File: src/include/irq_bank_pkg.sv
// Constants for the interrupt request flag and enable bank.
// Assumes an 8-bit register port driven by the CPU core on the single system clock.
`default_nettype none
package irq_bank_pkg;

   // Register index on the CPU register port
   localparam logic [3:0] ADDR_EDGE = 4'h0;
   localparam logic [3:0] ADDR_CTL0 = 4'h1;
   localparam logic [3:0] ADDR_CTL1 = 4'h2;
   localparam logic [3:0] ADDR_CTL2 = 4'h3;
   localparam logic [3:0] ADDR_GRP0 = 4'h4;
   localparam logic [3:0] ADDR_GRP1 = 4'h5;
   localparam logic [3:0] ADDR_GRP2 = 4'h6;
   localparam logic [3:0] ADDR_GRP3 = 4'h7;

   // Field positions
   localparam int PIN0_CODE_LSB = 0;
   localparam int PIN1_CODE_LSB = 2;
   localparam int GIE_BIT = 0;
   localparam int CTL0_FLAG_LSB = 4;
   localparam int CTL0_ALLOW_LSB = 1;
   localparam int FLAG_LSB = 4;
   localparam int ALLOW_LSB = 0;

   // Reset value of every register
   localparam logic [7:0] REG_RESET = 8'h00;

   // Edge selector codes
   localparam logic [1:0] EDGE_OFF = 2'h0;
   localparam logic [1:0] EDGE_RISE = 2'h1;
   localparam logic [1:0] EDGE_FALL = 2'h2;
   localparam logic [1:0] EDGE_BOTH = 2'h3;

   // Primary sources, in vector priority order (0 highest):
   // 0 pin0, 1 pin1, 2 group0, 3 group1, 4 conv done, 5 timebase0, 6 timebase1, 7 group2, 8 group3
   localparam int NPRIM = 9;
   // Group sources: 0 t0 cmpp, 1 t0 cmpa, 2 t1 cmpp, 3 t1 cmpa, 4 t1 cmpb,
   // 5 undervolt, 6 eeprom, 7 t2 cmpp, 8 t2 cmpa
   localparam int NSRC = 9;
   localparam int NGRP = 4;

   // Group membership and the primary slot each group drives
   localparam logic [NGRP-1:0][NSRC-1:0] GRP_MEMBERS = {9'h180, 9'h060, 9'h01C, 9'h003};
   localparam logic [NGRP-1:0][3:0] GRP_SLOT = {4'h8, 4'h7, 4'h3, 4'h2};

   // Device variants
   localparam int VAR_SMALL = 0;
   localparam int VAR_CMPB = 1;
   localparam int VAR_LARGE = 2;
   localparam logic [NPRIM-1:0] PRIM_IMPL_LARGE = 9'h1FF;
   localparam logic [NPRIM-1:0] PRIM_IMPL_SMALL = 9'h0FF;
   localparam logic [NSRC-1:0] SRC_IMPL_LARGE = 9'h1FF;
   localparam logic [NSRC-1:0] SRC_IMPL_CMPB = 9'h07F;
   localparam logic [NSRC-1:0] SRC_IMPL_SMALL = 9'h06F;

endpackage
`default_nettype wire

File: src/core/irq_flag_bank.sv
// Interrupt request flag and enable register bank with vector request to the CPU core.
// Assumes the CPU core writes registers with a one-cycle strobe on the system clock,
// and acknowledges the presented vector with a one-cycle pulse when it takes it.
//
// Function
// - Pin edge code 00 disables, 01 rising edge, 10 falling edge.
// - Pin0 code at bits 1:0, pin1 code at bits 3:2; upper bits read zero.
// - Control 0 bit 0 is the global enable gating every interrupt.
// - Flags read 1 while pending; software writes set or clear them.
// - Per-source enable gates the interrupt; the flag still records.
// - Control 0: group0, pin1, pin0 flags at 6,5,4; enables at 3,2,1.
// - Control 1: timebase1/timebase0 flags at 7,6; enables at 3,2.
// - Control 1: conv-done flag 5 enable 1; group1 flag 4 enable 0.
// - Control 2: group2 flag 4 enable 0; large variant group3 flag 5 enable 1.
// - Group0 register: timer0 cmpa/cmpp flags at 5,4; enables at 1,0.
// - Group1: timer1 cmpa/cmpp at 5,4 and 1,0; cmpb at 6 and 2 when present.
// - Unimplemented bits read zero; all flags and enables reset to zero.
// - Interrupt taken only with flag, own enable and global enable all high.
// - Servicing clears the global enable; new requests still set flags.
// - Group flag sets when a member flag sets under its own enable; cleared on servicing.
`timescale 1ns/100ps
`default_nettype none
module irq_flag_bank
   import irq_bank_pkg::*;
#(
   parameter int VARIANT = VAR_LARGE
)
(
   input wire logic i_clk,
   input wire logic i_rst,
   input wire logic [3:0] i_reg_addr,
   input wire logic i_reg_wr,
   input wire logic [7:0] i_reg_wdata,
   output logic [7:0] o_reg_rdata,
   input wire logic i_pin0,
   input wire logic i_pin1,
   input wire logic i_timebase0_evt,
   input wire logic i_timebase1_evt,
   input wire logic i_conv_done_evt,
   input wire logic i_timer0_cmpp_evt,
   input wire logic i_timer0_cmpa_evt,
   input wire logic i_timer1_cmpp_evt,
   input wire logic i_timer1_cmpa_evt,
   input wire logic i_timer1_cmpb_evt,
   input wire logic i_undervolt_evt,
   input wire logic i_eeprom_evt,
   input wire logic i_timer2_cmpp_evt,
   input wire logic i_timer2_cmpa_evt,
   input wire logic i_stack_full,
   input wire logic i_irq_ack,
   output logic o_irq_req,
   output logic [3:0] o_irq_vector,
   output logic o_global_irq_enable
);

   // Implemented bits for the chosen variant
   localparam logic [NPRIM-1:0] PRIM_IMPL = (VARIANT == VAR_LARGE) ? PRIM_IMPL_LARGE : PRIM_IMPL_SMALL;
   localparam logic [NSRC-1:0] SRC_IMPL = (VARIANT == VAR_LARGE) ? SRC_IMPL_LARGE :
                                          (VARIANT == VAR_CMPB) ? SRC_IMPL_CMPB : SRC_IMPL_SMALL;

   // Lowest pending index wins
   function automatic logic [3:0] first_set(input logic [NPRIM-1:0] vec);
      logic [3:0] idx;
      idx = 4'h0;
      for (int k = NPRIM - 1; k >= 0; k--)
      begin
         if (vec[k])
         begin
            idx = 4'(k);
         end
      end
      return idx;
   endfunction

   // One-hot slot for a vector index
   function automatic logic [NPRIM-1:0] slot_of(input logic [3:0] idx);
      logic [NPRIM-1:0] onehot;
      onehot = '0;
      for (int k = 0; k < NPRIM; k++)
      begin
         if (idx == 4'(k))
         begin
            onehot[k] = 1'b1;
         end
      end
      return onehot;
   endfunction

   // Register write hit
   function automatic logic wr_hit(input logic wr, input logic [3:0] addr, input logic [3:0] target);
      return wr & (addr == target);
   endfunction

   // State
   logic [1:0] pin0_edge_code_ff;
   logic [1:0] pin1_edge_code_ff;
   logic global_irq_enable_ff;
   logic [NPRIM-1:0] prim_req_ff;
   logic [NPRIM-1:0] prim_allow_ff;
   logic [NSRC-1:0] src_req_ff;
   logic [NSRC-1:0] src_allow_ff;
   logic [3:0] vector_ff;
   logic [7:0] rdata_ff;

   // Next values
   logic [1:0] nxt_pin0_edge_code;
   logic [1:0] nxt_pin1_edge_code;
   logic nxt_global_irq_enable;
   logic [NPRIM-1:0] nxt_prim_req;
   logic [NPRIM-1:0] nxt_prim_allow;
   logic [NSRC-1:0] nxt_src_req;
   logic [NSRC-1:0] nxt_src_allow;
   logic [3:0] nxt_vector;
   logic [7:0] nxt_rdata;

   // Decode and events
   logic [1:0] pin_raw;
   logic [1:0][1:0] pin_code;
   logic [1:0] pin_edge;
   logic hit_edge;
   logic hit_ctl0;
   logic hit_ctl1;
   logic hit_ctl2;
   logic hit_grp0;
   logic hit_grp1;
   logic hit_grp2;
   logic hit_grp3;
   logic [NPRIM-1:0] prim_wmask;
   logic [NPRIM-1:0] prim_req_wval;
   logic [NPRIM-1:0] prim_allow_wval;
   logic [NSRC-1:0] src_wmask;
   logic [NSRC-1:0] src_req_wval;
   logic [NSRC-1:0] src_allow_wval;
   logic [NSRC-1:0] src_evt;
   logic [NSRC-1:0] src_set;
   logic [NGRP-1:0] grp_set;
   logic [NPRIM-1:0] grp_set_slots;
   logic [NPRIM-1:0] prim_set;
   logic [NPRIM-1:0] pending;
   logic [NPRIM-1:0] pending_at_vec;
   logic ack_taken;
   logic [NPRIM-1:0] ack_clear;

   // External pins
   assign pin_raw = {i_pin1, i_pin0};
   assign pin_code[0] = pin0_edge_code_ff;
   assign pin_code[1] = pin1_edge_code_ff;

   generate
      for (genvar p = 0; p < 2; p++)
      begin : g_pin
         pin_edge_detect u_edge
         (
            .i_clk(i_clk),
            .i_rst(i_rst),
            .i_pin(pin_raw[p]),
            .i_code(pin_code[p]),
            .o_edge(pin_edge[p])
         );
      end
   endgenerate

   // Register write decode
   assign hit_edge = wr_hit(i_reg_wr, i_reg_addr, ADDR_EDGE);
   assign hit_ctl0 = wr_hit(i_reg_wr, i_reg_addr, ADDR_CTL0);
   assign hit_ctl1 = wr_hit(i_reg_wr, i_reg_addr, ADDR_CTL1);
   assign hit_ctl2 = wr_hit(i_reg_wr, i_reg_addr, ADDR_CTL2);
   assign hit_grp0 = wr_hit(i_reg_wr, i_reg_addr, ADDR_GRP0);
   assign hit_grp1 = wr_hit(i_reg_wr, i_reg_addr, ADDR_GRP1);
   assign hit_grp2 = wr_hit(i_reg_wr, i_reg_addr, ADDR_GRP2);
   assign hit_grp3 = wr_hit(i_reg_wr, i_reg_addr, ADDR_GRP3);

   // Primary slots: 0..2 in control 0, 3..6 in control 1, 7..8 in control 2
   assign prim_wmask = {{2{hit_ctl2}}, {4{hit_ctl1}}, {3{hit_ctl0}}};
   assign prim_req_wval = {i_reg_wdata[FLAG_LSB +: 2],
                           i_reg_wdata[FLAG_LSB +: 4],
                           i_reg_wdata[CTL0_FLAG_LSB +: 3]};
   assign prim_allow_wval = {i_reg_wdata[ALLOW_LSB +: 2],
                             i_reg_wdata[ALLOW_LSB +: 4],
                             i_reg_wdata[CTL0_ALLOW_LSB +: 3]};

   // Group source slots: 0..1, 2..4, 5..6, 7..8
   assign src_wmask = {{2{hit_grp3}}, {2{hit_grp2}}, {3{hit_grp1}}, {2{hit_grp0}}};
   assign src_req_wval = {i_reg_wdata[FLAG_LSB +: 2],
                          i_reg_wdata[FLAG_LSB +: 2],
                          i_reg_wdata[FLAG_LSB +: 3],
                          i_reg_wdata[FLAG_LSB +: 2]};
   assign src_allow_wval = {i_reg_wdata[ALLOW_LSB +: 2],
                            i_reg_wdata[ALLOW_LSB +: 2],
                            i_reg_wdata[ALLOW_LSB +: 3],
                            i_reg_wdata[ALLOW_LSB +: 2]};

   // Group source events
   assign src_evt = {i_timer2_cmpa_evt, i_timer2_cmpp_evt, i_eeprom_evt, i_undervolt_evt,
                     i_timer1_cmpb_evt, i_timer1_cmpa_evt, i_timer1_cmpp_evt,
                     i_timer0_cmpa_evt, i_timer0_cmpp_evt};
   assign src_set = src_evt & SRC_IMPL;

   // A member flag becoming set under its own enable raises its group
   generate
      for (genvar g = 0; g < NGRP; g++)
      begin : g_grp
         assign grp_set[g] = |(src_set & src_allow_ff & GRP_MEMBERS[g]);
      end
   endgenerate

   assign grp_set_slots = slot_of(GRP_SLOT[0]) & {NPRIM{grp_set[0]}} |
                          slot_of(GRP_SLOT[1]) & {NPRIM{grp_set[1]}} |
                          slot_of(GRP_SLOT[2]) & {NPRIM{grp_set[2]}} |
                          slot_of(GRP_SLOT[3]) & {NPRIM{grp_set[3]}};

   assign prim_set = (grp_set_slots |
                      {2'b00, i_timebase1_evt, i_timebase0_evt, i_conv_done_evt, 2'b00, pin_edge}) &
                     PRIM_IMPL;

   // Vector request toward the CPU core
   // The vector lags the pending set by one cycle; the request tests the flag at
   // that vector, so a stale index never raises a request for a cleared source
   assign pending = prim_req_ff & prim_allow_ff;
   assign pending_at_vec = pending >> vector_ff;
   assign o_irq_req = global_irq_enable_ff & ~i_stack_full & pending_at_vec[0];
   assign o_irq_vector = vector_ff;
   assign o_global_irq_enable = global_irq_enable_ff;
   assign ack_taken = i_irq_ack & o_irq_req;
   // Servicing clears only the primary flag, member flags stay
   assign ack_clear = ack_taken ? slot_of(vector_ff) : '0;

   // Next state; a hardware set wins over a software or service clear
   assign nxt_prim_req = ((((prim_req_ff & ~prim_wmask) | (prim_req_wval & prim_wmask)) & ~ack_clear) |
                          prim_set) & PRIM_IMPL;
   assign nxt_prim_allow = ((prim_allow_ff & ~prim_wmask) | (prim_allow_wval & prim_wmask)) &
                           PRIM_IMPL;
   assign nxt_src_req = (((src_req_ff & ~src_wmask) | (src_req_wval & src_wmask)) | src_set) &
                        SRC_IMPL;
   assign nxt_src_allow = ((src_allow_ff & ~src_wmask) | (src_allow_wval & src_wmask)) &
                          SRC_IMPL;

   // Servicing drops the global enable, even against a write in the same cycle
   assign nxt_global_irq_enable = ack_taken ? 1'b0 :
                                  hit_ctl0 ? i_reg_wdata[GIE_BIT] : global_irq_enable_ff;

   assign nxt_pin0_edge_code = hit_edge ? i_reg_wdata[PIN0_CODE_LSB +: 2] : pin0_edge_code_ff;
   assign nxt_pin1_edge_code = hit_edge ? i_reg_wdata[PIN1_CODE_LSB +: 2] : pin1_edge_code_ff;

   assign nxt_vector = first_set(pending);

   // Read mux; unmapped index reads zero
   always_comb
   begin
      case (i_reg_addr)
         ADDR_EDGE:
         begin
            nxt_rdata = {4'h0, pin1_edge_code_ff, pin0_edge_code_ff};
         end
         ADDR_CTL0:
         begin
            nxt_rdata = {1'b0, prim_req_ff[2:0], prim_allow_ff[2:0], global_irq_enable_ff};
         end
         ADDR_CTL1:
         begin
            nxt_rdata = {prim_req_ff[6:3], prim_allow_ff[6:3]};
         end
         ADDR_CTL2:
         begin
            nxt_rdata = {2'b00, prim_req_ff[8:7], 2'b00, prim_allow_ff[8:7]};
         end
         ADDR_GRP0:
         begin
            nxt_rdata = {2'b00, src_req_ff[1:0], 2'b00, src_allow_ff[1:0]};
         end
         ADDR_GRP1:
         begin
            nxt_rdata = {1'b0, src_req_ff[4:2], 1'b0, src_allow_ff[4:2]};
         end
         ADDR_GRP2:
         begin
            nxt_rdata = {2'b00, src_req_ff[6:5], 2'b00, src_allow_ff[6:5]};
         end
         ADDR_GRP3:
         begin
            nxt_rdata = {2'b00, src_req_ff[8:7], 2'b00, src_allow_ff[8:7]};
         end
         default:
         begin
            nxt_rdata = REG_RESET;
         end
      endcase
   end

   assign o_reg_rdata = rdata_ff;

   // Edge codes and global enable
   always_ff @(posedge i_clk or posedge i_rst)
   begin
      if (i_rst)
      begin
         pin0_edge_code_ff <= EDGE_OFF;
         pin1_edge_code_ff <= EDGE_OFF;
         global_irq_enable_ff <= 1'b0;
      end
      else
      begin
         pin0_edge_code_ff <= nxt_pin0_edge_code;
         pin1_edge_code_ff <= nxt_pin1_edge_code;
         global_irq_enable_ff <= nxt_global_irq_enable;
      end
   end

   // Request flags and enables
   always_ff @(posedge i_clk or posedge i_rst)
   begin
      if (i_rst)
      begin
         prim_req_ff <= '0;
         prim_allow_ff <= '0;
         src_req_ff <= '0;
         src_allow_ff <= '0;
      end
      else
      begin
         prim_req_ff <= nxt_prim_req;
         prim_allow_ff <= nxt_prim_allow;
         src_req_ff <= nxt_src_req;
         src_allow_ff <= nxt_src_allow;
      end
   end

   // Registered vector and read data
   always_ff @(posedge i_clk or posedge i_rst)
   begin
      if (i_rst)
      begin
         vector_ff <= 4'h0;
         rdata_ff <= REG_RESET;
      end
      else
      begin
         vector_ff <= nxt_vector;
         rdata_ff <= nxt_rdata;
      end
   end

endmodule
`default_nettype wire

File: src/core/pin_edge_detect.sv
// External interrupt pin synchroniser and active-edge detector.
// Assumes an asynchronous pin; emits a one-cycle pulse on the selected edge.
`timescale 1ns/100ps
`default_nettype none
module pin_edge_detect
   import irq_bank_pkg::*;
(
   input wire logic i_clk,
   input wire logic i_rst,
   input wire logic i_pin,
   input wire logic [1:0] i_code,
   output logic o_edge
);

   logic meta_ff;
   logic sync_ff;
   logic prev_ff;
   logic rise;
   logic fall;

   always_ff @(posedge i_clk or posedge i_rst)
   begin
      if (i_rst)
      begin
         meta_ff <= 1'b0;
         sync_ff <= 1'b0;
         prev_ff <= 1'b0;
      end
      else
      begin
         meta_ff <= i_pin;
         sync_ff <= meta_ff;
         prev_ff <= sync_ff;
      end
   end

   assign rise = sync_ff & ~prev_ff;
   assign fall = ~sync_ff & prev_ff;

   // Off, rising, falling or both edges
   assign o_edge = ((i_code == EDGE_RISE) & rise) |
                   ((i_code == EDGE_FALL) & fall) |
                   ((i_code == EDGE_BOTH) & (rise | fall));

endmodule
`default_nettype wire

File: config.mk
export PLATFORM = sky130hd
export DESIGN_NAME = irq_flag_bank
export DESIGN_NICKNAME = d
export VERILOG_FILES = /design/src/include/irq_bank_pkg.sv /design/src/core/irq_flag_bank.sv /design/src/core/pin_edge_detect.sv
export SDC_FILE = /design/constraint.sdc
export NUM_CORES = 1
export LEC_CHECK = 0
export BUFFER_PORTS_ARGS = -buffer_cell sky130_fd_sc_hd__buf_2
export CAP_MARGIN = 20
export CORE_AREA = 2 2 96 98
export CTS_CLUSTER_DIAMETER = 100
export DETAILED_ROUTE_END_ITERATION = 8
export DIE_AREA = 0 0 98 100
export HOLD_SLACK_MARGIN = 0.05
export REMOVE_ABC_BUFFERS = 1
export SKIP_LAST_GASP = 1
export SLEW_MARGIN = 20
export SYNTH_ARGS = -nofsm -noshare
export SYNTH_HDL_FRONTEND = slang
export SYNTH_SLANG_ARGS = --single-unit
File: constraint.sdc
create_clock -name i_clk -period 2.9 [get_ports i_clk]
set_clock_uncertainty 0.2 [all_clocks]
set_input_delay 0.58 -clock i_clk [delete_from_list [all_inputs] [get_ports i_clk]]
set_output_delay 0.58 -clock i_clk [all_outputs]
set_load 0.05 [all_outputs]
==> summary.md <==
| Metric | Value |
|---|---|
| Status | `completed` |
| Num CTS Buffers | `9` |
| First-pass GRT wire length | `12600 um` |
| Die Height | `100 um` |
| Gate power share | `0.252` |
| Tot GR Track Use | `0.167` |
| Slew of the pin with the lowest slew margin | `0.527 ns` |
| # clock sinks | `59` |
| Total grt overflow | `0` |
| Area leader, netlist | `dfrtp_1` |
| CP endpoint kind | `output pin` |
| Share of the synthesized area in the top cell type | `0.489` |
| Area of the multi-input gates | `1440 um^2` |
| Detailed Route WL | `7830 um` |
| Critical Path Max Stage Delay | `0.49 ns` |
| Final Wtd Congestion | `0.866` |
| Syn-to-layout area delta | `17.5%` |
| Power per cell area | `690 nW/um^2` |
| Clock power frac | `0.305` |
| Post-route cell area | `3540 um^2` |
| Remaining antenna violation count | `0` |
| DPL Wire Length | `5890 um` |
| Setup ws final | `0.132 ns` |
| Clk buf depth | `2` |
| Inserted Diodes | `0` |
| List of most frequent post-synthesis cells | `dfrtp_1 (59), mux2_2 (29), nand2_1 (22)` |
| Cell area after synthesis | `3020 um^2` |
| CP Launch Type | `flop` |
| Core Box Area | `8890 um^2` |
| Final Slew Violations | `0` |
| Layout cells sized above 1 | `0.344` |
| #FFs+latches synth | `59` |
| Detailed Route Iter0 Violations | `135` |
| Worst EP arrival | `1.99 ns` |
| Largest net degree at the start of global routing | `23` |
| Via count | `2289` |
| Sequential share of power | `0.444` |
| Post-placement setup slack | `0.413 ns` |
| FILL cells | `896` |
| Final min period | `2.77 ns` |
| Sw Ratio | `0.345` |
| Post-CTS Setup Repair Bufs | `0` |
| Worst vdd ir | `0.267 mV` |
| Vias per cell | `5.35` |
| Register area | `1480 um^2` |
| Synth cell types | `50` |
| Antenna violations before repair | `0` |
| Post-synth top flop | `dfrtp_1` |
| Pre-antenna DRT Iters | `4` |
| Final Hold Viols | `0` |
| Io pins | `45` |
| Worst EP required | `2.12 ns` |
| Peak Freq | `361 MHz` |
| Vias in the first global route | `2357` |
| Post-Route Setup TNS | `0 ns` |
| Placed Area | `3330 um^2` |
| FF-to-FF Start | `o_irq_vector[1]` |
| Nets | `347` |
| Initial Util | `0.339` |
| DRC Markers | `0` |
| RSZ-0062 raised after global routing | `false` |
| HP Start | `i_pin0` |
| Relative slew slack | `0.647` |
| Mapped Cells | `262` |
| Fin crit share | `0.954` |
| CTS HTree Levels | `3` |
| Count leader, synth | `dfrtp_1` |
| Root Driver | `clkbuf_8` |
| Number of cell rows | `35` |
| Seq/Total Area, Yosys | `0.489` |
| Critical path startpoint | `o_irq_vector[0]` |
| Main area contributors after synthesis | `dfrtp_1 (49%), mux2_2 (11%), mux2i_1 (4.0%)` |
| Critical-path top delay cell | `dfrtp_1` |
| DR WL/cell | `18.3 um` |
| Max-cap violation count | `0` |
| Die ar. | `9800 um^2` |
| CP Cell Sequence | `or2_2 > o221ai_1 > a21oi_1 > nor2_1 > and3_1 > buf_2` |
| Internal power | `1.60 mW` |
| Synth Area per Inst | `11.5 um^2` |
| CP bufs+invs | `1` |
| Insertion delay to the later sink of the worst-skew pair | `0.34 ns` |
| LEAKAGE | `1.55 nW` |
| Reg clk slew, reported paths | `0.07 ns` |
| Post-synth EDFFs | `0` |
| Port bufs | `44` |
| Post-synth ARST share | `1.00` |
| Delay-heaviest family, CP | `simple AND/OR/NAND/NOR gates` |
| Setup CP Type | `flop to output pin` |
| Die Width | `98 um` |
| CTS tree | `done` |
| Synth warn | `0` |
| Worst min-delay path class | `primary input to flop` |
| Switching Power | `0.844 mW` |
| CP Max Fanout | `11` |
| Power Total | `2.45 mW` |
| # setup viols final | `0` |
-- routing by layer --
| layer | track usage | share of wire |
|---|---|---|
| met5 | 0 | 0 |
| met4 | 0.0502 | 0.017 |
| met3 | 0.0529 | 0.050 |
| met2 | 0.270 | 0.48 |
| met1 | 0.217 | 0.45 |
-- final cells by class --
cell class	instances	share of cell area
clock buffer	11	0.0399
clock inverter	5	0.0148
inverter	10	0.0106
multi-input combinational	184	0.407
sequential	59	0.417
tap	111	0.0392
timing repair buffer	48	0.0713
-- kinds of logic (layout without fill, tap and decap cells) --
kind of cell,Yosys count,count (layout),share of synthesized area
AND/OR/NAND/NOR,87,87,0.169
adder cells (fa/ha/maj),4,4,0.0166
multiplexers,44,44,0.170
flip-flops,59,59,0.489
AO/OA/AOI/OAI,49,49,0.121
buffers and inverters,19,74,0.0340
-- per-stage QoR --
step                      std cells   util  hold WS [ns]
after detailed placement        411  0.375         0.136
after global routing            428  0.399         0.124
after floorplan                 253      -         0.131
after CTS                       428  0.398         0.122
final                           428  0.399         0.140
after global placement          411  0.375         0.135
-- power groups by stage --
| stage | clock, mW | combinational [mW] | sequential [mW] |
|---|---|---|---|
| 3_3_place_gp | 0 | 0.607 | 1.10 |
| 6_report | 0.745 | 0.616 | 1.08 |
| 5_1_grt | 0.799 | 0.670 | 1.11 |
| 2_1_floorplan | 0 | 0.332 | 1.16 |
| 4_1_cts | 0.763 | 0.618 | 1.08 |
| 3_5_place_dp | 0 | 0.616 | 1.10 |
-- layout by cell type (no fill, tap or decap), drive strengths merged, types with 2 or more instances in the layout --
cell type and n:
o21ai 6, nand4 2, a31oi 5, a22oi 2
ha 4, a221oi 2, o221ai 3, nand3 8
clkinv 3, nor2b 13, a221o 2, a21oi 8
and3 2, nand2 23, buf 47, inv 10
nand2b 2, clkbuf 11, a22o 4, or2 2
a211o 9, mux2 29, nor4b 3, nor3b 3
mux2i 12, nor4 3, mux4 3, nor3 6
nor2 18, dfrtp 59
-- what timing repair did --
action / 4_1_cts / 5_1_grt
endpoints found under the hold margin: 10 / 0
endpoints found under the setup margin: 0 / 1
gates resized for setup: 0 / 2
hold buffers: 1 / 0
-- final timing paths --
check	endpoint	slack, ns	cells after the start
hold / removal	g_pin[0].u_edge.meta_ff	0.14	1
hold reg to reg	g_pin[0].u_edge.sync_ff	0.15	0
min in group asynchronous	g_pin[0].u_edge.meta_ff	0.59	3
setup reg to reg	prim_req_ff[7]	0.87	5
max in group asynchronous	src_req_ff[8]	1.27	4
setup / recovery	o_irq_req	0.13	6
(Power assumes the default switching activity.)
